### config.mk
export PLATFORM = sky130hd
export DESIGN_NAME = ezs_interlock
export DESIGN_NICKNAME = d
export VERILOG_FILES = /design/src/hdl/ezs_pkg.sv /design/src/hdl/ezs_sw_if.sv /design/src/hdl/ezs_interlock.sv /design/src/hdl/ezs_debounce.sv
export SDC_FILE = /design/constraint.sdc
export NUM_CORES = 1
export LEC_CHECK = 0
export BUFFER_PORTS_ARGS = -buffer_cell sky130_fd_sc_hd__buf_2
export CAP_MARGIN = 30
export CORE_MARGIN = 3
export CORE_UTILIZATION = 54
export DETAILED_ROUTE_END_ITERATION = 10
export GPL_TIMING_DRIVEN = 0
export PLACE_DENSITY = 0.79
export SYNTH_ARGS = -nofsm -noshare
export SYNTH_HDL_FRONTEND = slang
export SYNTH_SLANG_ARGS = --single-unit
### constraint.sdc
create_clock -name aclk -period 2.6 [get_ports aclk]
set_input_delay 0.39 -clock aclk [delete_from_list [all_inputs] [get_ports aclk]]
set_output_delay 0.39 -clock aclk [all_outputs]
set_load 0.03 [all_outputs]
### src/hdl/ezs_pkg.sv
/*
 * Shared constants for the extension switch interlock block: register map,
 * field layout, reset values, timing counts and the sequence state type.
 * Assumes a 100 MHz system clock.
 */
package ezs_pkg;
	localparam int CLK_HZ      = 100_000_000;
	localparam int TICK_MS     = 100;
	localparam int DEB_MS      = 10;
	localparam int TICK_CYCLES = TICK_MS * (CLK_HZ / 1000);
	localparam int DEB_CYCLES  = DEB_MS * (CLK_HZ / 1000);

	localparam int ADDR_W = 4;
	localparam logic [3:0] OFS_FUNC  = 4'h0;
	localparam logic [3:0] OFS_TIME  = 4'h4;
	localparam logic [3:0] OFS_MADDR = 4'h8;
	localparam logic [3:0] OFS_STAT  = 4'hC;

	localparam int FUNC_W    = 7;
	localparam int FUNC_LSB  = 0;
	localparam int INV_BIT   = 8;
	localparam int TIME_W    = 6;
	localparam int HOLD_LSB  = 0;
	localparam int DUR_LSB   = 8;
	localparam int MON_LSB   = 16;
	localparam int NODE_LSB  = 0;
	localparam int SW_LSB    = 8;
	localparam int STATE_LSB = 16;

	localparam logic [FUNC_W-1:0] FUNC_RST = 7'h09;
	localparam logic              INV_RST  = 1'h0;
	localparam logic [TIME_W-1:0] HOLD_RST = 6'h0A;
	localparam logic [TIME_W-1:0] DUR_RST  = 6'h1E;
	localparam logic [TIME_W-1:0] MON_RST  = 6'h0A;
	localparam logic [7:0]        MADDR_RST = 8'h00;

	localparam logic [1:0] RESP_OKAY   = 2'h0;
	localparam logic [1:0] RESP_DECERR = 2'h3;

	typedef enum logic [4:0] {
		ST_LOCKED     = 5'h01,
		ST_HOLD       = 5'h02,
		ST_WAIT_REL   = 5'h04,
		ST_WAIT_PRESS = 5'h08,
		ST_MONITOR    = 5'h10
	} ezs_state_t;
endpackage

### src/hdl/ezs_sw_if.sv
/*
 * Carrier between the switch conditioner and the interlock sequencer.
 * Assumes all signals are synchronous to the system clock.
 */
`timescale 1ns/1ps
interface ezs_sw_if;
	logic raw;
	logic pressed;
	logic rise;

	modport cond
	(
		input  raw,
		output pressed,
		output rise
	);
	modport user
	(
		output raw,
		input  pressed,
		input  rise
	);
endinterface

### src/hdl/ezs_interlock.sv
/*
 * Front-panel input logic: node address capture from two hex rotary switches
 * and the interlocked extension push switch sequencer, with AXI4-Lite registers.
 * Assumes aresetn is asserted at control power-up and all pins are synchronous.
 */
`timescale 1ns/1ps
module ezs_interlock #(
	parameter int TICK_CYCLES = ezs_pkg::TICK_CYCLES,
	parameter int DEB_CYCLES  = ezs_pkg::DEB_CYCLES,
	parameter int N_FUNC      = 128
)(
	input  wire logic                       aclk,
	input  wire logic                       aresetn,
	input  wire logic [ezs_pkg::ADDR_W-1:0] s_axi_awaddr,
	input  wire logic                       s_axi_awvalid,
	output logic                            s_axi_awready,
	input  wire logic [31:0]                s_axi_wdata,
	input  wire logic [3:0]                 s_axi_wstrb,
	input  wire logic                       s_axi_wvalid,
	output logic                            s_axi_wready,
	output logic [1:0]                      s_axi_bresp,
	output logic                            s_axi_bvalid,
	input  wire logic                       s_axi_bready,
	input  wire logic [ezs_pkg::ADDR_W-1:0] s_axi_araddr,
	input  wire logic                       s_axi_arvalid,
	output logic                            s_axi_arready,
	output logic [31:0]                     s_axi_rdata,
	output logic [1:0]                      s_axi_rresp,
	output logic                            s_axi_rvalid,
	input  wire logic                       s_axi_rready,
	input  wire logic [3:0]                 node_id_switch_hi,
	input  wire logic [3:0]                 node_id_switch_lo,
	input  wire logic                       extension_push_switch,
	output logic [7:0]                      node_address,
	output logic                            led_power,
	output logic                            led_alarm,
	output logic                            exec_pulse,
	output logic [N_FUNC-1:0]               func_signals
);
	localparam int TW = $clog2(TICK_CYCLES + 1);
	localparam int W  = ezs_pkg::TIME_W;
	localparam int FW = ezs_pkg::FUNC_W;
	localparam int AW = ezs_pkg::ADDR_W;

	ezs_sw_if sw ();

	logic [FW-1:0]       func_sel_reg;
	logic                invert_reg;
	logic [W-1:0]        hold_reg;
	logic [W-1:0]        dur_reg;
	logic [W-1:0]        mon_reg;
	logic [7:0]          maddr_reg;
	logic [7:0]          sw_latch_reg;
	logic                latched_reg;
	logic [7:0]          node_reg;
	logic [TW-1:0]       tick_cnt_reg;
	logic                tick;
	logic                blink_reg;
	logic [W-1:0]        tmr_reg;
	logic                tmr_clr;
	ezs_pkg::ezs_state_t state_reg;
	ezs_pkg::ezs_state_t state_next;
	logic                exec_next;
	logic                exec_reg;
	logic                func_level;
	logic [N_FUNC-1:0]   func_reg;
	logic                led_power_reg;
	logic                led_alarm_reg;
	logic [AW-1:0]       awaddr_reg;
	logic                aw_full_reg;
	logic [31:0]         wdata_reg;
	logic [3:0]          wstrb_reg;
	logic                w_full_reg;
	logic                bvalid_reg;
	logic [1:0]          bresp_reg;
	logic                rvalid_reg;
	logic [31:0]         rdata_reg;
	logic [1:0]          rresp_reg;
	logic                aw_take;
	logic                w_take;
	logic                ar_take;
	logic                wr_fire;
	logic                wr_hit;
	logic [AW-1:0]       wr_addr;
	logic [31:0]         wr_data;
	logic [3:0]          wr_strb;
	logic [31:0]         wr_mask;
	logic [31:0]         rd_word;
	logic [1:0]          rd_resp;
	logic [31:0]         func_word;
	logic [31:0]         time_word;
	logic [31:0]         maddr_word;
	logic [31:0]         stat_word;
	logic [31:0]         func_new;
	logic [31:0]         time_new;
	logic [31:0]         maddr_new;

	// Switch conditioning
	assign sw.raw = extension_push_switch;

	ezs_debounce #(
		.DEB_CYCLES (DEB_CYCLES)
	) ezs_debounce_inst
	(
		.aclk    (aclk),
		.aresetn (aresetn),
		.sw      (sw)
	);

	// Write channels are held separately so address and data may come in either order
	assign s_axi_awready = !aw_full_reg && !bvalid_reg;
	assign s_axi_wready  = !w_full_reg && !bvalid_reg;
	assign aw_take       = s_axi_awvalid && s_axi_awready;
	assign w_take        = s_axi_wvalid && s_axi_wready;
	assign wr_addr       = aw_full_reg ? awaddr_reg : s_axi_awaddr;
	assign wr_data       = w_full_reg ? wdata_reg : s_axi_wdata;
	assign wr_strb       = w_full_reg ? wstrb_reg : s_axi_wstrb;
	assign wr_fire       = (aw_full_reg || aw_take) && (w_full_reg || w_take);
	assign wr_hit        = (wr_addr == ezs_pkg::OFS_FUNC) || (wr_addr == ezs_pkg::OFS_TIME) ||
	                       (wr_addr == ezs_pkg::OFS_MADDR) || (wr_addr == ezs_pkg::OFS_STAT);

	always_ff @(posedge aclk)
	begin
		if (!aresetn)
		begin
			aw_full_reg <= 1'b0;
			awaddr_reg  <= '0;
			w_full_reg  <= 1'b0;
			wdata_reg   <= '0;
			wstrb_reg   <= '0;
		end
		else if (wr_fire)
		begin
			aw_full_reg <= 1'b0;
			w_full_reg  <= 1'b0;
		end
		else
		begin
			if (aw_take)
			begin
				aw_full_reg <= 1'b1;
				awaddr_reg  <= s_axi_awaddr;
			end
			if (w_take)
			begin
				w_full_reg <= 1'b1;
				wdata_reg  <= s_axi_wdata;
				wstrb_reg  <= s_axi_wstrb;
			end
		end
	end

	always_ff @(posedge aclk)
	begin
		if (!aresetn)
		begin
			bvalid_reg <= 1'b0;
			bresp_reg  <= ezs_pkg::RESP_OKAY;
		end
		else if (wr_fire)
		begin
			bvalid_reg <= 1'b1;
			bresp_reg  <= wr_hit ? ezs_pkg::RESP_OKAY : ezs_pkg::RESP_DECERR;
		end
		else if (s_axi_bready)
			bvalid_reg <= 1'b0;
	end

	assign s_axi_bvalid = bvalid_reg;
	assign s_axi_bresp  = bresp_reg;

	for (genvar g = 0; g < 4; g++)
	begin : g_lane
		assign wr_mask[8*g +: 8] = {8{wr_strb[g]}};
	end

	// Register images, shared by read mux and byte-merge on write
	always_comb
	begin
		func_word  = '0;
		time_word  = '0;
		maddr_word = '0;
		stat_word  = '0;
		func_word[ezs_pkg::FUNC_LSB +: FW] = func_sel_reg;
		func_word[ezs_pkg::INV_BIT]        = invert_reg;
		time_word[ezs_pkg::HOLD_LSB +: W]  = hold_reg;
		time_word[ezs_pkg::DUR_LSB +: W]   = dur_reg;
		time_word[ezs_pkg::MON_LSB +: W]   = mon_reg;
		maddr_word[7:0]                    = maddr_reg;
		stat_word[ezs_pkg::NODE_LSB +: 8]  = node_reg;
		stat_word[ezs_pkg::SW_LSB +: 8]    = sw_latch_reg;
		stat_word[ezs_pkg::STATE_LSB +: 5] = state_reg;
	end

	assign func_new  = (func_word & ~wr_mask) | (wr_data & wr_mask);
	assign time_new  = (time_word & ~wr_mask) | (wr_data & wr_mask);
	assign maddr_new = (maddr_word & ~wr_mask) | (wr_data & wr_mask);

	// Settings take effect at once; a change mid-sequence alters the limit the running timer is compared against
	always_ff @(posedge aclk)
	begin
		if (!aresetn)
		begin
			func_sel_reg <= ezs_pkg::FUNC_RST;
			invert_reg   <= ezs_pkg::INV_RST;
			hold_reg     <= ezs_pkg::HOLD_RST;
			dur_reg      <= ezs_pkg::DUR_RST;
			mon_reg      <= ezs_pkg::MON_RST;
			maddr_reg    <= ezs_pkg::MADDR_RST;
		end
		else if (wr_fire)
		begin
			if (wr_addr == ezs_pkg::OFS_FUNC)
			begin
				func_sel_reg <= func_new[ezs_pkg::FUNC_LSB +: FW];
				invert_reg   <= func_new[ezs_pkg::INV_BIT];
			end
			if (wr_addr == ezs_pkg::OFS_TIME)
			begin
				hold_reg <= time_new[ezs_pkg::HOLD_LSB +: W];
				dur_reg  <= time_new[ezs_pkg::DUR_LSB +: W];
				mon_reg  <= time_new[ezs_pkg::MON_LSB +: W];
			end
			if (wr_addr == ezs_pkg::OFS_MADDR)
				maddr_reg <= maddr_new[7:0];
		end
	end

	// Read path
	assign s_axi_arready = !rvalid_reg;
	assign ar_take       = s_axi_arvalid && s_axi_arready;

	always_comb
	begin
		rd_resp = ezs_pkg::RESP_OKAY;
		case (s_axi_araddr)
			ezs_pkg::OFS_FUNC:  rd_word = func_word;
			ezs_pkg::OFS_TIME:  rd_word = time_word;
			ezs_pkg::OFS_MADDR: rd_word = maddr_word;
			ezs_pkg::OFS_STAT:  rd_word = stat_word;
			default:
			begin
				rd_word = '0;
				rd_resp = ezs_pkg::RESP_DECERR;
			end
		endcase
	end

	always_ff @(posedge aclk)
	begin
		if (!aresetn)
		begin
			rvalid_reg <= 1'b0;
			rdata_reg  <= '0;
			rresp_reg  <= ezs_pkg::RESP_OKAY;
		end
		else if (ar_take)
		begin
			rvalid_reg <= 1'b1;
			rdata_reg  <= rd_word;
			rresp_reg  <= rd_resp;
		end
		else if (s_axi_rready)
			rvalid_reg <= 1'b0;
	end

	assign s_axi_rvalid = rvalid_reg;
	assign s_axi_rdata  = rdata_reg;
	assign s_axi_rresp  = rresp_reg;

	// Switches read once, on the first clock out of every aresetn reset
	always_ff @(posedge aclk)
	begin
		if (!aresetn)
		begin
			latched_reg  <= 1'b0;
			sw_latch_reg <= '0;
		end
		else if (!latched_reg)
		begin
			latched_reg  <= 1'b1;
			sw_latch_reg <= {node_id_switch_hi, node_id_switch_lo};
		end
	end

	always_ff @(posedge aclk)
	begin
		if (!aresetn)
			node_reg <= ezs_pkg::MADDR_RST;
		else if (sw_latch_reg == 8'h00)
			node_reg <= maddr_reg;
		else
			node_reg <= sw_latch_reg;
	end

	assign node_address = node_reg;

	// Tick restarts on each phase except ST_WAIT_PRESS, so those phases last whole ticks
	assign tick    = (tick_cnt_reg == TW'(TICK_CYCLES - 1));
	assign tmr_clr = (state_next != state_reg) && (state_next != ezs_pkg::ST_WAIT_PRESS);

	always_ff @(posedge aclk)
	begin
		if (!aresetn || tmr_clr || tick)
			tick_cnt_reg <= '0;
		else
			tick_cnt_reg <= tick_cnt_reg + 1'b1;
	end

	// Window timer keeps running across the release, so the window is not stretched
	always_ff @(posedge aclk)
	begin
		if (!aresetn || tmr_clr)
			tmr_reg <= '0;
		else if (tick && (tmr_reg != '1))
			tmr_reg <= tmr_reg + 1'b1;
	end

	always_ff @(posedge aclk)
	begin
		if (!aresetn || tmr_clr)
			blink_reg <= 1'b1;
		else if (tick)
			blink_reg <= !blink_reg;
	end

	// Sequencer
	always_comb
	begin
		state_next = state_reg;
		exec_next  = 1'b0;
		case (state_reg)
			ezs_pkg::ST_LOCKED:
			begin
				if (hold_reg == '0)
				begin
					if (sw.rise)
					begin
						state_next = ezs_pkg::ST_MONITOR;
						exec_next  = 1'b1;
					end
				end
				else if (sw.pressed)
					state_next = ezs_pkg::ST_HOLD;
			end
			ezs_pkg::ST_HOLD:
			begin
				if (!sw.pressed)
					state_next = ezs_pkg::ST_LOCKED;
				else if (tmr_reg >= hold_reg)
					state_next = ezs_pkg::ST_WAIT_REL;
			end
			ezs_pkg::ST_WAIT_REL:
			begin
				if (tmr_reg >= dur_reg)
					state_next = ezs_pkg::ST_LOCKED;
				else if (!sw.pressed)
					state_next = ezs_pkg::ST_WAIT_PRESS;
			end
			ezs_pkg::ST_WAIT_PRESS:
			begin
				if (tmr_reg >= dur_reg)
					state_next = ezs_pkg::ST_LOCKED;
				else if (sw.rise)
				begin
					state_next = ezs_pkg::ST_MONITOR;
					exec_next  = 1'b1;
				end
			end
			ezs_pkg::ST_MONITOR:
			begin
				if (tmr_reg >= mon_reg)
					state_next = ezs_pkg::ST_LOCKED;
			end
			default:
				state_next = ezs_pkg::ST_LOCKED;
		endcase
	end

	always_ff @(posedge aclk)
	begin
		if (!aresetn)
			state_reg <= ezs_pkg::ST_LOCKED;
		else
			state_reg <= state_next;
	end

	always_ff @(posedge aclk)
	begin
		if (!aresetn)
			exec_reg <= 1'b0;
		else
			exec_reg <= exec_next;
	end

	assign exec_pulse = exec_reg;

	// Selected input is high through the monitor phase, or low through it if invert_reg is set; others stay low
	assign func_level = (state_reg == ezs_pkg::ST_MONITOR) ^ invert_reg;

	for (genvar f = 0; f < N_FUNC; f++)
	begin : g_func
		always_ff @(posedge aclk)
		begin
			if (!aresetn)
				func_reg[f] <= 1'b0;
			else
				func_reg[f] <= (func_sel_reg == FW'(f)) && func_level;
		end
	end

	assign func_signals = func_reg;

	always_ff @(posedge aclk)
	begin
		if (!aresetn)
		begin
			led_power_reg <= 1'b1;
			led_alarm_reg <= 1'b0;
		end
		else
		begin
			case (state_reg)
				ezs_pkg::ST_WAIT_REL, ezs_pkg::ST_WAIT_PRESS:
				begin
					led_power_reg <= blink_reg;
					led_alarm_reg <= blink_reg;
				end
				ezs_pkg::ST_MONITOR:
				begin
					led_power_reg <= 1'b1;
					led_alarm_reg <= 1'b1;
				end
				default:
				begin
					led_power_reg <= 1'b1;
					led_alarm_reg <= 1'b0;
				end
			endcase
		end
	end

	assign led_power = led_power_reg;
	assign led_alarm = led_alarm_reg;

	property p_exec_gated;
		@(posedge aclk) disable iff (!aresetn)
		exec_reg |-> ($past(state_reg) == ezs_pkg::ST_WAIT_PRESS) ||
		             (($past(state_reg) == ezs_pkg::ST_LOCKED) && ($past(hold_reg) == '0));
	endproperty
	a_exec_gated: assert property (p_exec_gated) else $error("function fired outside the unlock window");

	property p_mon_leds;
		@(posedge aclk) disable iff (!aresetn)
		(state_reg == ezs_pkg::ST_MONITOR) |=> (led_power && led_alarm);
	endproperty
	a_mon_leds: assert property (p_mon_leds) else $error("both lamps not lit in monitor phase");

	property p_locked_leds;
		@(posedge aclk) disable iff (!aresetn)
		(state_reg == ezs_pkg::ST_LOCKED) |=> (led_power && !led_alarm);
	endproperty
	a_locked_leds: assert property (p_locked_leds) else $error("lamps wrong while locked");

	property p_blink_together;
		@(posedge aclk) disable iff (!aresetn)
		((state_reg == ezs_pkg::ST_WAIT_REL) || (state_reg == ezs_pkg::ST_WAIT_PRESS)) |=> (led_power == led_alarm);
	endproperty
	a_blink_together: assert property (p_blink_together) else $error("lamps not blinking together");

	property p_relock;
		@(posedge aclk) disable iff (!aresetn)
		((state_reg == ezs_pkg::ST_WAIT_PRESS) && (tmr_reg >= dur_reg)) |=> (state_reg == ezs_pkg::ST_LOCKED);
	endproperty
	a_relock: assert property (p_relock) else $error("window expiry did not relock");

	property p_node_frozen;
		@(posedge aclk) disable iff (!aresetn)
		($past(latched_reg) && latched_reg) |-> $stable(sw_latch_reg);
	endproperty
	a_node_frozen: assert property (p_node_frozen) else $error("switch capture changed after power-up");

	c_unlock: cover property (@(posedge aclk) disable iff (!aresetn) state_reg == ezs_pkg::ST_WAIT_REL);
	c_exec: cover property (@(posedge aclk) disable iff (!aresetn) exec_reg);
	c_expire: cover property (@(posedge aclk) disable iff (!aresetn)
		(state_reg == ezs_pkg::ST_WAIT_PRESS) ##1 (state_reg == ezs_pkg::ST_LOCKED));
endmodule

### src/hdl/ezs_debounce.sv
/*
 * Push switch conditioner: debounces the raw level and marks the press edge.
 * Assumes the raw input is already synchronous to aclk.
 */
`timescale 1ns/1ps
module ezs_debounce #(
	parameter int DEB_CYCLES = ezs_pkg::DEB_CYCLES
)(
	input  wire logic aclk,
	input  wire logic aresetn,
	ezs_sw_if.cond    sw
);
	localparam int CW = $clog2(DEB_CYCLES + 1);

	logic [CW-1:0] cnt_reg;
	logic          pressed_reg;
	logic          rise_reg;

	// Level must differ for the full count before it is accepted
	always_ff @(posedge aclk)
	begin
		if (!aresetn)
		begin
			cnt_reg     <= '0;
			pressed_reg <= 1'b0;
			rise_reg    <= 1'b0;
		end
		else
		begin
			rise_reg <= 1'b0;
			if (sw.raw == pressed_reg)
				cnt_reg <= '0;
			else if (cnt_reg >= CW'(DEB_CYCLES - 1))
			begin
				cnt_reg     <= '0;
				pressed_reg <= sw.raw;
				rise_reg    <= sw.raw;
			end
			else
				cnt_reg <= cnt_reg + 1'b1;
		end
	end

	assign sw.pressed = pressed_reg;
	assign sw.rise    = rise_reg;

	property p_deb_stable;
		@(posedge aclk) disable iff (!aresetn)
		$changed(pressed_reg) |-> $past(sw.raw) == pressed_reg;
	endproperty
	a_deb_stable: assert property (p_deb_stable) else $error("debounced level taken from wrong raw level");
endmodule

* Word level (Yosys, flattened, before mapping)
Index checks and enable logic that the tools add are counted.
Storage, ports and cells: memories kept 0, memory bits (writable) 0, flip-flop bits (word level) 309, input port bits 60, word-level logic and storage cells 515, ROM bits 0, bits in latches 0, output and inout bits 180
Operators by class: order comparisons 4, $mul 0, $add $sub $neg 3, shifts and indexed selects 0, reductions and logical operators 168, equal/unequal tests 143, div/mod/pow operators 0, bitwise gates (word level) 13, multiplexer cells 27
Operators with widths (number):
- 7-bit equality test, second input constant | 64
- 7-bit by 6-bit equality test with 1-bit output, second input constant | 32
- 1-bit logical AND | 136
- 7-bit by 5-bit equality test with 1-bit output, second input constant | 16
- 22-bit case mux with 4 select lines | 1
- 7-bit by 4-bit equality test with 1-bit output, second input constant | 8
- 5-bit 2-to-1 mux | 9
- 22-bit AND | 2
- 7-bit by 3-bit equality test with 1-bit output, second input constant | 4
- 5-bit case mux with 5 select lines | 1
- 24-bit by 1-bit adder with 24-bit output, second input constant | 1
- 24-bit equality test, second input constant | 1
- 22-bit 2-to-1 mux | 1
- 22-bit NOT | 1
- 22-bit bitwise OR | 1
- 20-bit by 1-bit adder with 20-bit output, second input constant | 1
- 20-bit >= comparator, second input constant | 1
- 6-bit >= comparator | 3
- 4-bit equality test, second input constant | 4
- 7-bit by 2-bit equality test with 1-bit output, second input constant | 2
- 2-bit AND reduction | 7
- 9-bit AND | 1
- 9-bit bitwise OR | 1
- 8-bit AND | 1
- other kinds (31) | 59

* Longest topological paths before layout
Gate-level depths: netlist of the first run.
depth in word-level cells 8, mapped depth 11, depth with buffers taken out 9

* By module
A second synthesis of the first run with hierarchy kept.
Unflattened totals: cells, all modules 1221, area total of the unflattened synthesis 11048.1 sq um
Modules (own cells, without submodules):
- ezs_interlock | cells an instance 1110, area an instance 10034.6 sq um, instances 1
- ezs_debounce | cells an instance 111, area an instance 1013.5 sq um, instances 1

* Least setup slack after synthesis of the first run
No wires, ideal clock.
path kind reg2reg, start point reg tmr_reg[0], end point reg tick_cnt_reg[12], clock period less this slack 2.388 ns, data required time 2.522 ns, data arrival time 2.311 ns, setup time 0.078 ns, cell stages (with the launch flop) 12, path slack 0.212 ns, cell sequence dfxtp_1 -> inv_1 -> ha_1 -> nand2b_1 -> a21o_1 -> a21o_1 -> a211oi_1 -> a41oi_1 -> or3_1 -> buf_2 -> buf_6 -> nor3_1
Between the ends: cells in the longest elaborated chain, start to end 8, elaborated cells between the ends (all ways) 14
RTL lines:
- from (decl) | line ezs_interlock.sv:59 | logic [W-1:0] tmr_reg;
- from (signal assigned) | line ezs_interlock.sv:316 | tmr_reg <= tmr_reg + 1'b1;
- 6-bit >= comparator | line ezs_interlock.sv:350 | else if (tmr_reg >= hold_reg)
- 5-bit 2-to-1 mux | line ezs_interlock.sv:350
- 5-bit 2-to-1 mux | line ezs_interlock.sv:348 | if (!sw.pressed)
- 5-bit case mux with 5 select lines (*) | line ezs_interlock.sv:332 | case (state_reg)
- 5-bit != test or 5-bit by 4-bit != test with 1-bit output (tied branches) | line ezs_interlock.sv:300 | assign tmr_clr = (state_next != state_reg) && (state_next != ezs_pkg::ST_WAIT_PRESS);
- 1-bit logical AND (*) | line ezs_interlock.sv:300
- 1-bit logical OR (*) (2 in series) | line ezs_interlock.sv:304 | if (!aresetn || tmr_clr || tick)
- to (signal assigned) | line ezs_interlock.sv:307 | tick_cnt_reg <= tick_cnt_reg + 1'b1;
- to (decl) | line ezs_interlock.sv:56 | logic [TW-1:0] tick_cnt_reg;
Every way passes the cells marked *; elsewhere a longest branch is shown, timed or not. A chain may end at the register's enable or synchronous reset.

* Worst setup path in the final report of the first run
start point reg tmr_reg[0], end point reg tick_cnt_reg[15]
The elaborated chain is that of the path after synthesis.

==> results.sh, run 1 <==
export IMPL_drt_initial_drc_count=751
export IMPL_yosys_warnings=0
export IMPL_fillers=1481
export IMPL_maxCapViolCount=0
export IMPL_switchingPower_uw=2180
export IMPL_routed_wl_um=30300
export IMPL_antenna_found_initial=4
export IMPL_synth_area_um2=11000
export IMPL_layout_common_cells="291 x dfxtp_1, 266 x nor2_1, 226 x buf_2"
export IMPL_p_clk_share_pct=46.5
export IMPL_cp_slowest_cell="or3_4"
export IMPL_cts_tree="done"
export IMPL_busiest_layer="met2"
export IMPL_cts_buffers=29
export IMPL_path_max_fanout=10
export IMPL_synth_top_family_by_area="simple AND/OR/NAND/NOR gates"
export IMPL_dieWidth_um=149
export IMPL_crit_chain="inv_2 -> ha_1 -> nand2b_1 -> a21o_1 -> a21o_4 -> a211oi_4 -> buf_4 -> a211oi_1 -> or3_4 -> buf_8 -> nor3_2"
export IMPL_ys_types=61
export IMPL_arrival_ps=2960
export IMPL_mostFrequentLayoutCell="dfxtp_1"
export IMPL_area_delta_synth_final_pct=24.1
export IMPL_hold_viol_final=0
export IMPL_yosys_area_top_type="dfxtp_1"
export IMPL_status="complete, no violations"
export IMPL_grt_pass1_wl_um=47100
export IMPL_cp_start_kind="flop"
export IMPL_viasPerCell=5.41
export IMPL_ys_ff_latch=295
export IMPL_finalWorstSetupSlack_ps=107
export IMPL_root_buffer="clkbuf_16"
export IMPL_fmax_mhz=401
export IMPL_chipHeight_um=149
export IMPL_synth_adder_area_share_pct=2.39
export IMPL_final_cell_area_um2=13700
export IMPL_hold_path_class="input pin to flop"
export IMPL_yosys_top_cells_area="dfxtp_1 54%, nor2_1 9.1%, mux2i_1 4.0%"
export IMPL_grt_remaining_overflow=0
export IMPL_fin_tns_setup_ps=0
export IMPL_fin_skew_ps=21.2
export IMPL_initial_utilization_pct=55.8
export IMPL_worstPathRequired_ps=3060
export IMPL_io_buffers=216
export IMPL_period_needed_ps=2490
export IMPL_finalCritPeriodShare_pct=95.9
export IMPL_p_int_uw=7500
export IMPL_nNetsFinal=1523
export IMPL_synth_simple_area_share_pct=22.0
export IMPL_synth_xor_area_share_pct=3.66
export IMPL_p_per_area_nw_per_um2=709
export IMPL_grtUsageMet2_pct=44.9
export IMPL_core_um2=19700
export IMPL_grt_usage_pct=26.4
export IMPL_crit_buf_inv=3
export IMPL_globalRouteMet1Util_pct=34.0
export IMPL_synth_compound_area_share_pct=7.60
export IMPL_ant_nets=0
export IMPL_drive_above_1_share_pct=24.9
export IMPL_synth_top_flop_cell="dfxtp_1"
export IMPL_htree_levels=1
export IMPL_rsz0062_at_grt="false"
export IMPL_wl_per_cell_um=17.5
export IMPL_ctsLongestPathBuffers=3
export IMPL_hp_start="s_axi_rready"
export IMPL_p_leak_uw=0.00589
export IMPL_drcViolationCount=0
export IMPL_place_area_um2=12500
export IMPL_grt_max_degree=20
export IMPL_muxShareOfSynthArea_pct=6.46
export IMPL_final_max_slew_viol_count=0
export IMPL_finalSetupViolations=0
export IMPL_irDropWorstVdd_mv=0.641
export IMPL_seq_power_share_pct=47.9
export IMPL_worstSkewPairLatency_ps=560
export IMPL_async_flop_share_pct=0
export IMPL_grtUsageMet3_pct=4.31
export IMPL_io_pins=240
export IMPL_syn_instance_count=1184
export IMPL_swShare_pct=22.5
export IMPL_crit_family="simple AND/OR/NAND/NOR gates"
export IMPL_vias=9362
export IMPL_synth_edff_count=0
export IMPL_syn_area_per_cell_um2=9.29
export IMPL_yosysTopAreaCellShare_pct=53.7
export IMPL_r2r_start="tmr_reg[0]"
export IMPL_globalplace_congestion=0.957
export IMPL_die_area_um2=22100
export IMPL_dpl_hpwl_um=22000
export IMPL_cp_end_kind="flop"
export IMPL_slew_headroom_pct=47.0
export IMPL_yosysSeqAreaShare_pct=53.7
export IMPL_grt_pass1_vias=8944
export IMPL_final_util_pct=69.2
export IMPL_row_count=51
export IMPL_cts_sinks=295
export IMPL_clk_pin_slew_ps=60
export IMPL_worstSetupPathType="flop to flop"
export IMPL_tightest_slew_ps=795
export IMPL_first_pass_iters=5
export IMPL_cp_startpoint="tmr_reg[0]"
export IMPL_pwr_share_comb_pct=5.6
export IMPL_slowest_delay_ps=380
export IMPL_place_worst_setup_slack_ps=-210
==> power by group through the flow <==
stage / clock [uW] / combinational (uW) / sequential, uW
final: 4500 / 545 / 4640
after global routing: 4730 / 590 / 4640
after CTS: 4540 / 537 / 4640
after detailed placement: 0 / 534 / 4740
after global placement: 0 / 525 / 4730
after floorplan: 0 / 315 / 4770
==> logic make-up after synthesis <==
family                   Yosys count
other                              1
AO/OA/AOI/OAI                    126
buffers and inverters             98
XOR/XNOR                          46
flip-flops                       295
adder cells (fa/ha/maj)           21
AND/OR/NAND/NOR                  535
multiplexers                      62
==> worst paths after layout <==
path	end	slack, ps	cells after the start
worst max-delay path	tick_cnt_reg[15]	110	11
worst min-delay path	s_axi_rvalid	30	2
worst min register to register	wdata_reg[4]	450	2
worst max register to register	tick_cnt_reg[15]	110	11
==> stage by stage <==
stage	instances	total power [uW]	hold slack [ps]
after floorplan	1193	5080	418
after global placement	1674	5260	437
after detailed placement	1675	5270	444
after CTS	1729	9710	13.6
after global routing	1732	9960	33.2
final	1732	9680	30.0
==> Yosys cell counts, types with 8 or more instances <==
cell and n:
mux2i_1 44, nand4_1 9, a221oi_1 10, nand3_1 39, nor3_2 11, clkbuf_1 37
nor2b_1 14, and3_1 16, xnor2_1 23, nor3_1 28, mux2_2 12, o21ai_0 8
buf_1 8, inv_1 29, o211ai_1 10, dfxtp_1 295, xor2_1 23, nand2_1 108
buf_4 13, a211oi_1 14, nand2b_1 9, ha_1 21, nor2_1 267, a21oi_1 50
a22oi_1 9
==> area by class of cell <==
| cell class | count | area (um^2) | share of cell area [%] |
|---|---|---|---|
| flip-flops and latches | 295 | 5910 | 43.3 |
| multi-input cells | 800 | 4770 | 35.0 |
| repair buffers | 221 | 1120 | 8.17 |
| clock buffers | 40 | 827 | 6.06 |
| plain buffers | 65 | 354 | 2.59 |
| well taps | 265 | 332 | 2.43 |
| clock inverters | 13 | 216 | 1.59 |
| inverters | 30 | 113 | 0.825 |
| diodes | 3 | 7.51 | 0.0550 |
==> what timing repair did <==
item / in CTS / in global routing
setup endpoints to repair: 66 / 133
gates resized for setup: 13 / 44
hold buffers: 0 / 0
gates cloned: 0 / 0
pin swaps: 1 / 5
buffers inserted: 2 / 2
==> metal layers <==
layer	wire length (um)	part of all wire, %
met5	18	0.059
met4	1260	4.2
met3	2120	7.0
met2	14500	48
met1	12400	41
Power figures use the tool's default switching activity.
==> run 2: changes to the inputs <==
--- a/config.mk
+++ b/config.mk
@@ -7,6 +7,7 @@
 export LEC_CHECK = 0
 export BUFFER_PORTS_ARGS = -buffer_cell sky130_fd_sc_hd__buf_2
 export CAP_MARGIN = 30
+export CORE_ASPECT_RATIO = 0.5
 export CORE_MARGIN = 3
 export CORE_UTILIZATION = 54
 export DETAILED_ROUTE_END_ITERATION = 10
==> run 2 against run 1 <==
Compared with the run above:
- wire length fell by 5.2%
- sequential power barely moved
- fmax fell by 1.3%
- total power fell by 9.6%
- die area rose by 0.47%
- global-route usage fell by 1.8 points
- core utilization fell by 1.5 points
- sequential share of layout area rose by 0.93 points
- clock skew rose by 6.5 ps
- critical path depth did not move
- worst setup slack got worse by 33 ps
- critical path type unchanged
- highest routed layer unchanged
==> results.sh, run 2 (synthesis results as in run 1) <==
export IMPL_status="complete, no violations"
export IMPL_slew_headroom_pct=41.9
export IMPL_rsz0062_at_grt="true"
export IMPL_worstSetupPathType="flop to flop"
export IMPL_path_max_fanout=10
export IMPL_finalCritPeriodShare_pct=97.1
export IMPL_hp_start="s_axi_rready"
export IMPL_finalWorstSetupSlack_ps=74.5
export IMPL_cp_slowest_cell="or3_4"
export IMPL_irDropWorstVdd_mv=0.355
export IMPL_cp_end_kind="flop"
export IMPL_dpl_hpwl_um=21200
export IMPL_mostFrequentLayoutCell="dfxtp_1"
export IMPL_globalplace_congestion=0.904
export IMPL_p_int_uw=6780
export IMPL_seq_power_share_pct=52.9
export IMPL_die_area_um2=22200
export IMPL_root_buffer="clkbuf_16"
export IMPL_layout_common_cells="292 x dfxtp_1, 266 x nor2_1, 222 x buf_2"
export IMPL_antenna_found_initial=1
export IMPL_row_count=36
export IMPL_grt_pass1_wl_um=44800
export IMPL_ant_nets=0
export IMPL_p_clk_share_pct=41.1
export IMPL_hold_viol_final=0
export IMPL_fmax_mhz=396
export IMPL_chipHeight_um=107
export IMPL_drcViolationCount=0
export IMPL_final_max_slew_viol_count=0
export IMPL_worstSkewPairLatency_ps=530
export IMPL_cts_buffers=24
export IMPL_routed_wl_um=28700
export IMPL_slowest_delay_ps=410
export IMPL_nNetsFinal=1517
export IMPL_core_um2=19700
export IMPL_dp_cells=1676
export IMPL_wl_per_cell_um=16.8
export IMPL_cts_tree="done"
export IMPL_p_leak_uw=0.00574
export IMPL_grt_pass1_vias=8683
export IMPL_period_needed_ps=2530
export IMPL_switchingPower_uw=1970
export IMPL_initial_utilization_pct=55.8
export IMPL_swShare_pct=22.5
export IMPL_r2r_start="tmr_reg[0]"
export IMPL_hold_path_class="input pin to flop"
export IMPL_tightest_slew_ps=871
export IMPL_worstPathRequired_ps=3030
export IMPL_crit_chain="inv_2 -> ha_1 -> nand2b_1 -> a21o_1 -> a21o_4 -> buf_4 -> o21ai_1 -> a211oi_1 -> or3_4 -> buf_6 -> nor3b_1"
export IMPL_vias=9212
export IMPL_r2r_slack_ps=70
export IMPL_first_pass_iters=5
export IMPL_ctsLongestPathBuffers=3
export IMPL_holdWs_ps=70.4
export IMPL_layoutNonFillerInstCount=1713
export IMPL_viasPerCell=5.38
export IMPL_htree_levels=1
export IMPL_drive_above_1_share_pct=23.7
export IMPL_area_delta_synth_final_pct=21.4
export IMPL_grt_max_degree=20
export IMPL_cp_start_kind="flop"
export IMPL_cts_sinks=295
export IMPL_drt_initial_drc_count=578
export IMPL_place_worst_setup_slack_ps=-224
export IMPL_arrival_ps=2960
export IMPL_fillers=1535
export IMPL_pwr_share_comb_pct=6.0
export IMPL_p_per_area_nw_per_um2=655
export IMPL_antenna_cells=0
export IMPL_grt_usage_pct=24.7
export IMPL_grt_remaining_overflow=0
export IMPL_dieWidth_um=208
export IMPL_maxCapViolCount=0
export IMPL_final_cell_area_um2=13400
export IMPL_io_buffers=216
export IMPL_finalSetupViolations=0
export IMPL_cp_startpoint="tmr_reg[0]"
export IMPL_place_area_um2=12500
export IMPL_fin_skew_ps=27.7
export IMPL_clk_pin_slew_ps=60
export IMPL_io_pins=240
==> run 2: timing repair <==
action / in CTS / in global routing
pin swaps: 1 / 2
hold buffers: 0 / 0
gates resized for setup: 9 / 36
setup endpoints to repair: 35 / 113
gates cloned: 0 / 0
setup buffers: 2 / 1
==> run 2: path summary, 6_finish.rpt <==
| check | end | cells after the start |
|---|---|---|
| worst max-delay path | tick_cnt_reg[1] | 11 |
| worst min-delay path | s_axi_rvalid | 2 |
| worst max register to register | tick_cnt_reg[1] | 11 |
| worst min register to register | wdata_reg[3] | 2 |
==> run 2: per-stage QoR <==
step                power, uW  TNS [ps]  utilization [%]
global route             9020      -210             67.7
global placement         5240     -4290             63.1
finish                   8750         0             67.7
CTS                      8790         0             67.2
detailed placement       5260     -4400             63.1
floorplan                5080         0                -
==> run 2: final cells by class <==
type | instances | area, um^2 | share of cell area, %
inverter | 30 | 113 | 0.843
clock inverter | 2 | 46.3 | 0.347
multi-input combinational | 800 | 4770 | 35.7
clock buffer | 35 | 722 | 5.40
tap | 266 | 333 | 2.49
sequential | 295 | 5910 | 44.2
buffer | 65 | 349 | 2.61
timing repair buffer | 220 | 1110 | 8.32
==> run 2: power by group through the flow <==
stage,logic [uW],registers [uW],clock network (uW)
after floorplan,315,4770,0
after global placement,508,4730,0
after detailed placement,521,4740,0
after CTS,522,4630,3630
after global routing,573,4640,3810
final,525,4630,3590
==> run 2: critical path, delay by kind of cell (launching register included) <==
| kind | cells | cell delay [ps] |
|---|---|---|
| AND/OR/NAND/NOR | 3 | 730 |
| buffers and inverters | 3 | 400 |
| flip-flops | 1 | 360 |
| AO/OA/AOI/OAI | 4 | 690 |
| adder cells (fa/ha/maj) | 1 | 270 |
==> run 2: routing by layer <==
metal  routed length, um  share of wire (%)  vias to the layer above  track usage [%]
met5                   8              0.028                        -                0
met4                 667                2.3                        2             6.10
met3                1560                5.4                       58             4.12
met2               14100                 49                      275             44.0
met1               12300                 43                     4424             31.7
li1                    -                  -                     4453                -
